==> config.mk <==
export PLATFORM = sky130hd
export DESIGN_NAME = das_seq
export DESIGN_NICKNAME = d
export VERILOG_FILES = /design/src/das_pkg.sv /design/src/das_arm_if.sv /design/src/das_arm_regs.sv /design/src/das_seq.sv
export SDC_FILE = /design/constraint.sdc
export NUM_CORES = 1
export LEC_CHECK = 0
export BUFFER_PORTS_ARGS = -buffer_cell sky130_fd_sc_hd__buf_2
export CORE_ASPECT_RATIO = 0.5
export CORE_UTILIZATION = 44
export DETAILED_ROUTE_END_ITERATION = 12
export MAX_ROUTING_LAYER = met4
export PLACE_DENSITY = 0.71
export SLEW_MARGIN = 10
export SYNTH_ARGS = -nofsm -noshare
export SYNTH_HDL_FRONTEND = slang
export SYNTH_SLANG_ARGS = --single-unit
==> constraint.sdc <==
create_clock -name clk_i -period 2.8 [get_ports clk_i]
set_input_delay 0.7 -clock clk_i [delete_from_list [all_inputs] [get_ports clk_i]]
set_output_delay 0.7 -clock clk_i [all_outputs]
set_load 0.03 [all_outputs]
==> src/das_pkg.sv <==
// constants shared by the dual access arm sequencer
// Functional notes
// - a seek load starts the targeted arm and retargets read/write
// - automatic mode: after a seek both routing switches move to other arm
// - first seek after reset goes to arm 0
// - second seek after reset goes to arm 1, read/write then uses arm 0
// - control code 4 keeps read/write on the arm just sought
// - next seek without code 4 restores normal alternation
// - inquiry seek and read use last read/write arm, which takes next seek
// - only seeks switch routing; advance and sector jump keep current arm
// - select mode only while select enable is made, else automatic
// - select mode: arm pulse routes all commands to that arm until other pulse
// - arm pulses are ignored while select mode is off
// - select mode: arm 1 used before arm 0 after power-on raises interlock
// - check reset then program start releases the interlock
// - one arm held selected behaves as a single arm system
// - a moving arm obeys only its own address register
package das_pkg;
	localparam int ADDR_W = 20;
	localparam logic [4:0] OFS_SEEK_BUF = 5'h00;
	localparam logic [4:0] OFS_CMD = 5'h04;
	localparam logic [4:0] OFS_STATUS = 5'h08;
	localparam logic [4:0] OFS_ARM0 = 5'h0c;
	localparam logic [4:0] OFS_ARM1 = 5'h10;
	localparam int CMD_OP_LSB = 0;
	localparam int CMD_CODE_LSB = 4;
	localparam int CMD_DIGIT_LSB = 8;
	localparam logic [2:0] OP_SEEK = 3'h1;
	localparam logic [2:0] OP_RW = 3'h2;
	localparam logic [2:0] OP_ADVANCE = 3'h3;
	localparam logic [2:0] OP_JUMP = 3'h4;
	localparam logic [2:0] OP_INQUIRY = 3'h5;
	localparam logic [3:0] CODE_HOLD_RW = 4'h4;
	localparam int ST_SEEK_ARM = 0;
	localparam int ST_RW_ARM = 1;
	localparam int ST_SEL_ARM = 2;
	localparam int ST_SEL_MODE = 3;
	localparam int ST_INTERLOCK = 4;
	localparam int ST_ARM0_USED = 5;
	localparam logic [ADDR_W-1:0] ADDR_RST = 20'h0_0000;
	localparam logic [31:0] RDATA_RST = 32'h0000_0000;
endpackage

==> src/das_arm_if.sv <==
// carrier between sequencer control and per-arm address registers
`timescale 1ns/1ps
`default_nettype none
interface das_arm_if;
	logic ld;
	logic arm;
	logic [das_pkg::ADDR_W-1:0] addr;
	logic adv;
	logic jmp;
	logic [3:0] digit;
	logic [das_pkg::ADDR_W-1:0] a0;
	logic [das_pkg::ADDR_W-1:0] a1;
	modport ctl(output ld, arm, addr, adv, jmp, digit, input a0, a1);
	modport regs(input ld, arm, addr, adv, jmp, digit, output a0, a1);
endinterface
`default_nettype wire

==> src/das_arm_regs.sv <==
// per-arm address registers with sector advance and sector jump
`timescale 1ns/1ps
`default_nettype none
module das_arm_regs (
	input wire logic clk_i, // 50 MHz clock
	input wire logic rst_n_i, // synchronous reset, active low
	input wire logic ce_i, // clock enable
	das_arm_if.regs bus // control side
);
	typedef struct packed {
		logic [das_pkg::ADDR_W-1:0] a0;
		logic [das_pkg::ADDR_W-1:0] a1;
	} das_regs_t;

	das_regs_t s_r;
	das_regs_t s_nxt;
	logic [das_pkg::ADDR_W-1:0] cur;

	// units digit steps 9 to 0 on the same track
	function automatic logic [das_pkg::ADDR_W-1:0] das_adv(
		input logic [das_pkg::ADDR_W-1:0] a);
		logic [3:0] u;
		u = (a[3:0] == 4'h9) ? 4'h0 : 4'(a[3:0] + 4'h1);
		return {a[das_pkg::ADDR_W-1:4], u};
	endfunction

	always_comb begin
		s_nxt = s_r;
		cur = bus.arm ? s_r.a1 : s_r.a0;
		if (bus.ld) begin
			cur = bus.addr;
		end else if (bus.adv) begin
			cur = das_adv(cur);
		end else if (bus.jmp) begin
			cur = {cur[das_pkg::ADDR_W-1:4], bus.digit};
		end
		if (bus.ld || bus.adv || bus.jmp) begin
			if (bus.arm) begin
				s_nxt.a1 = cur;
			end else begin
				s_nxt.a0 = cur;
			end
		end
	end

	always_ff @(posedge clk_i) begin
		if (!rst_n_i) begin
			s_r <= '{a0: das_pkg::ADDR_RST, a1: das_pkg::ADDR_RST};
		end else if (ce_i) begin
			s_r <= s_nxt;
		end
	end

	assign bus.a0 = s_r.a0;
	assign bus.a1 = s_r.a1;
endmodule
`default_nettype wire

==> src/das_seq.sv <==
// dual access arm sequencer with avalon-mm register slave
//
// Our own choices: the register offsets and register access over Avalon-MM.
`timescale 1ns/1ps
`default_nettype none
module das_seq (
	input wire logic clk_i, // 50 MHz clock
	input wire logic rst_n_i, // synchronous reset, active low
	input wire logic ce_i, // clock enable, freezes state when low
	input wire logic [4:0] avs_address_i, // byte address
	input wire logic avs_read_i, // read request
	input wire logic avs_write_i, // write request
	input wire logic [31:0] avs_writedata_i, // write data
	output logic [31:0] avs_readdata_o, // read data
	output logic avs_waitrequest_o, // stall
	input wire logic sel_en_i, // select enable connection made
	input wire logic sel0_i, // arm 0 selection impulse
	input wire logic sel1_i, // arm 1 selection impulse
	input wire logic check_reset_i, // check reset impulse
	input wire logic prog_start_i, // program start impulse
	output logic [1:0] seek_go_o, // per-arm seek start pulse
	output logic [1:0] rw_go_o, // per-arm read/write pulse
	output logic rw_arm_o, // arm routed for read/write
	output logic interlock_o, // arm order interlock
	output logic [das_pkg::ADDR_W-1:0] arm0_addr_o, // arm 0 address
	output logic [das_pkg::ADDR_W-1:0] arm1_addr_o // arm 1 address
);
	typedef struct packed {
		logic wreq;
		logic [31:0] rdata;
		logic [das_pkg::ADDR_W-1:0] sbuf;
		logic seek_arm;
		logic rw_arm;
		logic sel_arm;
		logic arm0_used;
		logic interlock;
		logic ckr_pend;
		logic seek_seen;
		logic [1:0] seek_go;
		logic [1:0] rw_go;
		logic [das_pkg::ADDR_W-1:0] a0;
		logic [das_pkg::ADDR_W-1:0] a1;
		logic [4:0] m1;
		logic [4:0] m2;
		logic [4:0] m3;
	} das_state_t;

	das_state_t s_r;
	das_state_t s_nxt;
	das_arm_if arm_bus();

	logic req;
	logic accept;
	logic cmd_wr;
	logic [2:0] op;
	logic [3:0] code;
	logic sel_mode;
	logic sel0_p;
	logic sel1_p;
	logic ckr_p;
	logic pst_p;
	logic tgt;
	logic valid_op;
	logic blocked;
	logic ld;
	logic adv;
	logic jmp;

	function automatic logic [1:0] das_onehot(input logic arm);
		return arm ? 2'b10 : 2'b01;
	endfunction

	das_arm_regs u_regs (
		.clk_i(clk_i),
		.rst_n_i(rst_n_i),
		.ce_i(ce_i),
		.bus(arm_bus.regs)
	);

	assign arm_bus.ld = ld;
	assign arm_bus.arm = tgt;
	assign arm_bus.addr = s_r.sbuf;
	assign arm_bus.adv = adv;
	assign arm_bus.jmp = jmp;
	assign arm_bus.digit = avs_writedata_i[das_pkg::CMD_DIGIT_LSB +: 4];

	always_comb begin
		s_nxt = s_r;
		// pin synchronisers, edges taken from second stage onward
		s_nxt.m1 = {prog_start_i, check_reset_i, sel1_i, sel0_i, sel_en_i};
		s_nxt.m2 = s_r.m1;
		s_nxt.m3 = s_r.m2;
		sel_mode = s_r.m2[0];
		sel0_p = s_r.m2[1] & ~s_r.m3[1];
		sel1_p = s_r.m2[2] & ~s_r.m3[2];
		ckr_p = s_r.m2[3] & ~s_r.m3[3];
		pst_p = s_r.m2[4] & ~s_r.m3[4];

		req = avs_read_i | avs_write_i;
		accept = req & ~s_r.wreq;
		s_nxt.wreq = ~(req & s_r.wreq);
		cmd_wr = accept & avs_write_i & (avs_address_i == das_pkg::OFS_CMD);
		op = avs_writedata_i[das_pkg::CMD_OP_LSB +: 3];
		code = avs_writedata_i[das_pkg::CMD_CODE_LSB +: 4];

		if (sel_mode) begin
			tgt = s_r.sel_arm;
		end else if (op == das_pkg::OP_SEEK) begin
			tgt = s_r.seek_arm;
		end else begin
			tgt = s_r.rw_arm;
		end
		valid_op = (op == das_pkg::OP_SEEK) || (op == das_pkg::OP_RW) ||
			(op == das_pkg::OP_ADVANCE) || (op == das_pkg::OP_JUMP) ||
			(op == das_pkg::OP_INQUIRY);
		blocked = s_r.interlock | (sel_mode & tgt & ~s_r.arm0_used);
		ld = 1'b0;
		adv = 1'b0;
		jmp = 1'b0;
		s_nxt.seek_go = 2'b00;
		s_nxt.rw_go = 2'b00;

		if (accept & avs_write_i & (avs_address_i == das_pkg::OFS_SEEK_BUF)) begin
			s_nxt.sbuf = avs_writedata_i[das_pkg::ADDR_W-1:0];
		end

		if (cmd_wr && valid_op) begin
			if (blocked) begin
				s_nxt.interlock = 1'b1;
			end else begin
				if (!tgt) begin
					s_nxt.arm0_used = 1'b1;
				end
				case (op)
					das_pkg::OP_SEEK: begin
						ld = 1'b1;
						s_nxt.seek_go = das_onehot(tgt);
						if (sel_mode) begin
							s_nxt.rw_arm = tgt;
						end else begin
							s_nxt.seek_arm = ~tgt;
							if (code == das_pkg::CODE_HOLD_RW) begin
								s_nxt.rw_arm = tgt;
							end else begin
								s_nxt.rw_arm = ~tgt;
							end
						end
					end
					das_pkg::OP_INQUIRY: begin
						ld = 1'b1;
						s_nxt.seek_go = das_onehot(tgt);
						s_nxt.rw_arm = tgt;
						if (!sel_mode) begin
							s_nxt.seek_arm = tgt;
						end
					end
					das_pkg::OP_RW: begin
						s_nxt.rw_go = das_onehot(tgt);
					end
					das_pkg::OP_ADVANCE: begin
						adv = 1'b1;
					end
					das_pkg::OP_JUMP: begin
						jmp = 1'b1;
					end
					default: begin
						ld = 1'b0;
					end
				endcase
			end
		end

		// helper for the first-seek check, set by any arm load
		if (ld) begin
			s_nxt.seek_seen = 1'b1;
		end

		if (sel_mode) begin
			if (sel0_p) begin
				s_nxt.sel_arm = 1'b0;
			end else if (sel1_p) begin
				s_nxt.sel_arm = 1'b1;
			end
		end

		if (s_r.interlock && ckr_p) begin
			s_nxt.ckr_pend = 1'b1;
		end
		if (s_r.ckr_pend && pst_p) begin
			s_nxt.interlock = 1'b0;
			s_nxt.ckr_pend = 1'b0;
			s_nxt.arm0_used = 1'b1;
		end

		s_nxt.a0 = arm_bus.a0;
		s_nxt.a1 = arm_bus.a1;
		if (req && s_r.wreq && avs_read_i) begin
			case (avs_address_i)
				das_pkg::OFS_SEEK_BUF: s_nxt.rdata = 32'(s_r.sbuf);
				das_pkg::OFS_STATUS: begin
					s_nxt.rdata = das_pkg::RDATA_RST;
					s_nxt.rdata[das_pkg::ST_SEEK_ARM] = s_r.seek_arm;
					s_nxt.rdata[das_pkg::ST_RW_ARM] = s_r.rw_arm;
					s_nxt.rdata[das_pkg::ST_SEL_ARM] = s_r.sel_arm;
					s_nxt.rdata[das_pkg::ST_SEL_MODE] = sel_mode;
					s_nxt.rdata[das_pkg::ST_INTERLOCK] = s_r.interlock;
					s_nxt.rdata[das_pkg::ST_ARM0_USED] = s_r.arm0_used;
				end
				das_pkg::OFS_ARM0: s_nxt.rdata = 32'(arm_bus.a0);
				das_pkg::OFS_ARM1: s_nxt.rdata = 32'(arm_bus.a1);
				default: s_nxt.rdata = das_pkg::RDATA_RST;
			endcase
		end
	end

	always_ff @(posedge clk_i) begin
		if (!rst_n_i) begin
			s_r <= '0;
			s_r.wreq <= 1'b1;
		end else if (ce_i) begin
			s_r <= s_nxt;
		end
	end

	assign avs_readdata_o = s_r.rdata;
	assign avs_waitrequest_o = s_r.wreq;
	assign seek_go_o = s_r.seek_go;
	assign rw_go_o = s_r.rw_go;
	assign rw_arm_o = s_r.rw_arm;
	assign interlock_o = s_r.interlock;
	assign arm0_addr_o = s_r.a0;
	assign arm1_addr_o = s_r.a1;
endmodule
`default_nettype wire

Yosys cells after proc, flatten, opt, wreduce, memory -nomap -nowiden
Index checks and enable logic that the tools add are counted.
- add/subtract/negate cells: 1
- eq/ne operators: 15
- multiplexer cells: 35
- bitwise logic cells: 22
- reduce and logical (&&, ||, !) cells: 28
- operator list (kind ; number):
    20-bit one-hot mux with 4 select lines ; 1
    20-bit 2-to-1 mux ; 2
    1-bit 2-to-1 mux ; 21
    4-bit 2-to-1 mux ; 5
    3-bit AND reduction ; 4
    1-bit bitwise AND ; 11
    5-bit by 4-bit == test with 1-bit output, second input constant ; 2
    2-bit nonzero test ; 5
    1-bit NOT ; 9
    2-bit 2-to-1 mux ; 4
    4-bit AND reduction ; 2
    3-bit by 2-bit == test with 1-bit output, second input constant ; 2
    3-bit == test, second input constant ; 2
    1-bit logical OR ; 6
    2-bit inequality test, second input constant ; 3
    2-bit AND reduction ; 3
    6-bit AND reduction ; 1
    5-bit by 3-bit == test with 1-bit output, second input constant ; 1
    5-bit == test, second input constant ; 1
    1-bit logical AND ; 5
    5-bit zero test ; 1
    4-bit by 1-bit adder with 4-bit output, second input constant ; 1
    4-bit by 3-bit == test with 1-bit output, second input constant ; 1
    4-bit == test, second input constant ; 1
    6 further kinds ; 7
- register bits after elaboration: 158

Logic depth before layout (Yosys ltp)
- depth after elaboration: 11
- gate-level depth with buffers: 9

Modules after synthesis
A second synthesis with hierarchy kept.
- cells, all modules: 789
- area total of the unflattened synthesis: 6826.5 µm²
- by module, submodules not included (module ; times used ; cells each ; area each (µm²) ; sequential area each (µm²)):
    das_seq ; 1 ; 570 ; 5132.4 ; 2102.0
    das_arm_regs ; 1 ; 219 ; 1694.1 ; 800.8

Least setup slack after synthesis
OpenSTA, ideal clock, no wires.
- kind: input-to-reg
- from: input port avs_address_i[3]
- to: register u_regs.s_r, in the netlist u_regs.bus.a1[0]
- setup time: 0.128 ns
- arrival: 2.674 ns
- data required time: 2.672 ns
- path slack: -0.003 ns
- cell stages on the path: 7
- buffers on the path: 1
- cell sequence: or4b_1 or4b_4 or2_1 buf_2 o21a_1 a211oi_1 o31ai_1
- cells in the longest elaborated chain, start to end: 7
- elaborated cells between the ends (all ways): 12
- RTL lines (item ; RTL line ; source):
    start, declared ; das_seq.sv:10 ; input wire logic [4:0] avs_address_i,
    5-bit by 3-bit == test with 1-bit output (*) ; das_seq.sv:102 ; cmd_wr = accept & avs_write_i & (avs_address_i == das_pkg::OFS_CMD);
    1-bit bitwise AND (*) ; das_seq.sv:102 ;
    1-bit logical AND (*) ; das_seq.sv:127 ; if (cmd_wr && valid_op) begin
    1-bit 2-to-1 mux ; das_seq.sv:127 ;
    4-bit 2-to-1 mux / 1-bit logical OR (equally long branches) ; das_arm_regs.sv:34, das_arm_regs.sv:37 ;
    4-bit 2-to-1 mux / 1-bit logical OR (equally long branches) ; das_arm_regs.sv:32, das_arm_regs.sv:37 ;
    20-bit 2-to-1 mux / 3-bit AND reduction (equally long branches) ; - ;
    end signal, assigned ; das_arm_regs.sv:48 ; s_r <= '{a0: das_pkg::ADDR_RST, a1: das_pkg::ADDR_RST};
    end signal, assigned ; das_arm_regs.sv:50 ; s_r <= s_nxt;
    end, declared ; das_arm_regs.sv:15 ; das_regs_t s_r;
Mark *: on every way between the ends. The rest lies on a longest branch, timed or not.
A chain may end at the register's enable or synchronous reset.

Worst setup path in the final report
- from: input port avs_address_i[3]
- to: register u_regs.s_r, in the netlist u_regs.bus.a1[2]
Same word-level chain as after synthesis.

==> results.sh <==
export IMPL_status="complete, no violations"
export IMPL_fmaxAchievable_mhz=390
export IMPL_diodes=0
export IMPL_grt_pass1_wl_mm=28.1
export IMPL_slowest_stage="or4b_4"
export IMPL_crit_path_end_kind="flop"
export IMPL_synth_top_area_cell="dfxtp_1"
export IMPL_pre_cts_ws_ns=-0.204
export IMPL_cts_max_level=4
export IMPL_synth_edf_count=0
export IMPL_synth_top_area_share_pct=41.9
export IMPL_fp_dieW_microns=179
export IMPL_path_class="input pin to flop"
export IMPL_dieArea_sq_um=16300
export IMPL_path_max_fanout=7
export IMPL_yosys_register_bits=145
export IMPL_synth_area_per_cell_sq_um=8.64
export IMPL_busiest_layer="met2"
export IMPL_crit_path_max_incr_delay_ns=0.60
export IMPL_ff2ff_path_depth=7
export IMPL_postCtsSetupBuffers=0
export IMPL_r2r_end="u_regs.bus.a1[2]"
export IMPL_grt_pass1_vias=5307
export IMPL_synthesis_area_sq_um=6930
export IMPL_synth_cells=802
export IMPL_peakVddDrop_uv=447
export IMPL_start_kind="input pin"
export IMPL_synth_warning_count=0
export IMPL_core_area_sq_um=14900
export IMPL_wl_mm=17.5
export IMPL_endpoint="u_regs.bus.a1[2]"
export IMPL_skew_ns=0.0109
export IMPL_gp_congestion=0.889
export IMPL_grt_max_degree=52
export IMPL_clock_latency_ns=0.43
export IMPL_cts_root_buffer="clkbuf_16"
export IMPL_met2_usage_pct=36.2
export IMPL_die_y_microns=90.7
export IMPL_cts_tree="built"
export IMPL_final_antenna_net_count=0
export IMPL_r2r_start="s_r[62]"
export IMPL_cp_arrival_ns=2.89
export IMPL_cts_buffers=17
export IMPL_maxCapViolations=0
export IMPL_finalMaxSlewViolations=0
export IMPL_holdBufCountCts=0
export IMPL_fin_crit_sh_pct=91.5
export IMPL_layoutNonFillerInstCount=1058
export IMPL_grt_overflow_total=0
export IMPL_final_setup_tns_ns=0
export IMPL_hold_class="flop to flop"
export IMPL_drc_errors=0
export IMPL_finalSetupViolCount=0
export IMPL_syn2layout_area_growth_pct=15.4
export IMPL_vias=5662
export IMPL_ys_flop_type="dfxtp_1"
export IMPL_worstPathRequired_ns=3.13
export IMPL_cts_sinks=145
export IMPL_grt_use_met3_pct=5.20
export IMPL_rsz0062_at_grt="no"
export IMPL_portBuffers=101
export IMPL_crit_chain="buf_2 > or4b_1 > or4b_4 > or2_1 > buf_4 > nor2_1 > nor4b_1 > a211oi_1"
export IMPL_cts_max_path_buffers=2
export IMPL_power_density_nw_per_um2=601
export IMPL_vias_per_cell=5.35
export IMPL_fin_crit_ns=2.56
export IMPL_drt_pass1_iterations=7
export IMPL_ys_async_sr_fraction_pct=0
export IMPL_antenna_found_initial=0
export IMPL_ios=126
export IMPL_hold_viol=0
export IMPL_numPlacedInstances=1027
export IMPL_grt_usage_pct=22.6
export IMPL_yosysUniqueCellTypes=55
export IMPL_startpoint="avs_address_i[3]"
export IMPL_clk_pin_slew_ns=0.06
export IMPL_drive_above_1_share_pct=23.3
export IMPL_final_nets=895
export IMPL_yosys_top_cells_area="dfxtp_1 42%, mux2i_1 14%, buf_4 8.3%"
export IMPL_wl_per_cell_microns=16.5
export IMPL_met1_usage_pct=28.7
export IMPL_start_util_pct=46.5
export IMPL_leakage_nw=3.31
export IMPL_ctsResizeCount=0
export IMPL_drtIter0Drc=542
export IMPL_setup_slack_ns=0.238
export IMPL_yosys_top_cells_count="145 x dfxtp_1, 100 x nand2_1, 97 x nor2_1"
export IMPL_num_rows=31
export IMPL_yosysSeqAreaShare_pct=41.9
export IMPL_yosysMostFrequentCell="dfxtp_1"
export IMPL_dp_hpwl_mm=12.2
export IMPL_reg2reg_slack_ns=0.55
## worst min path at each step
stage	cells after the start	start	slack (ns)	end
after floorplan	2	seek_go_o[0]	0.44	seek_go_o[0]
after global placement	2	seek_go_o[0]	0.45	seek_go_o[0]
after detailed placement	2	seek_go_o[0]	0.45	seek_go_o[0]
after CTS	2	seek_go_o[0]	0.46	seek_go_o[0]
after global routing	2	seek_go_o[1]	0.48	seek_go_o[1]
final	2	seek_go_o[0]	0.46	seek_go_o[0]
## metal layers
| metal | vias up | routed length, microns |
|---|---|---|
| met5 | - | 0 |
| met4 | 0 | 256 |
| met3 | 20 | 830 |
| met2 | 150 | 8040 |
| met1 | 2712 | 8360 |
| li1 | 2780 | - |
## registers in the layout, summed over array words and instances, names as in the netlist
signal	count
arm0_addr_o	20
arm1_addr_o	20
arm_bus.addr	20
avs_readdata_o	20
u_regs.bus.a0	20
u_regs.bus.a1	20
s_nxt	10
s_r	8
rw_go_o	2
seek_go_o	2
avs_waitrequest_o	1
interlock_o	1
rw_arm_o	1
## critical path: cells and delay by family
| kind | cells | cell delay [ns] |
|---|---|---|
| and+or+nand+nor | 5 | 1.67 |
| buffers and inverters | 2 | 0.29 |
| AOI/OAI and AO/OA | 1 | 0.23 |
## where the power goes
group | internal, mW | total (mW) | switching (mW)
Combinational | 0.0912 | 0.254 | 0.163
Clock | 1.53 | 2.48 | 0.947
Sequential | 2.07 | 2.08 | 0.00591
## final cells by class
type	count	area, sq um
clock buffer	18	439
fill	1376	6900
multi-input combinational	531	3260
clock inverter	13	200
inverter	11	41.3
timing repair buffer	142	903
tap	198	248
sequential	145	2900
## kinds of logic after synthesis
logic type | synth area share, %
xor+xnor | 0.506
compound gates | 12.9
mux | 16.3
simple gates | 16.6
flops | 41.9
buf+inv | 11.7
other cells | 0.0541
## cell usage in the layout, fill, tap and decap left out, types with 27 or more instances in the layout
cell / synthesis / routed
buf_4: 77 / 35
a21oi_1: 31 / 31
mux2i_1: 94 / 94
nand2_1: 100 / 100
a22oi_1: 27 / 27
o21ai_0: 60 / 60
nor2_1: 97 / 97
buf_2: 6 / 100
dfxtp_1: 145 / 145
## through the flow
step | hold WS (ns) | utilization (%) | area, sq um | power [mW]
2_1_floorplan | 0.440 | - | 6980 | 2.29
3_3_place_gp | 0.453 | 49.4 | 7360 | 2.37
6_report | 0.462 | 53.7 | 8000 | 4.81
4_1_cts | 0.464 | 53.7 | 8000 | 4.84
5_1_grt | 0.478 | 53.7 | 8000 | 4.95
3_5_place_dp | 0.454 | 49.4 | 7360 | 2.37
(Power assumes the default switching activity.)
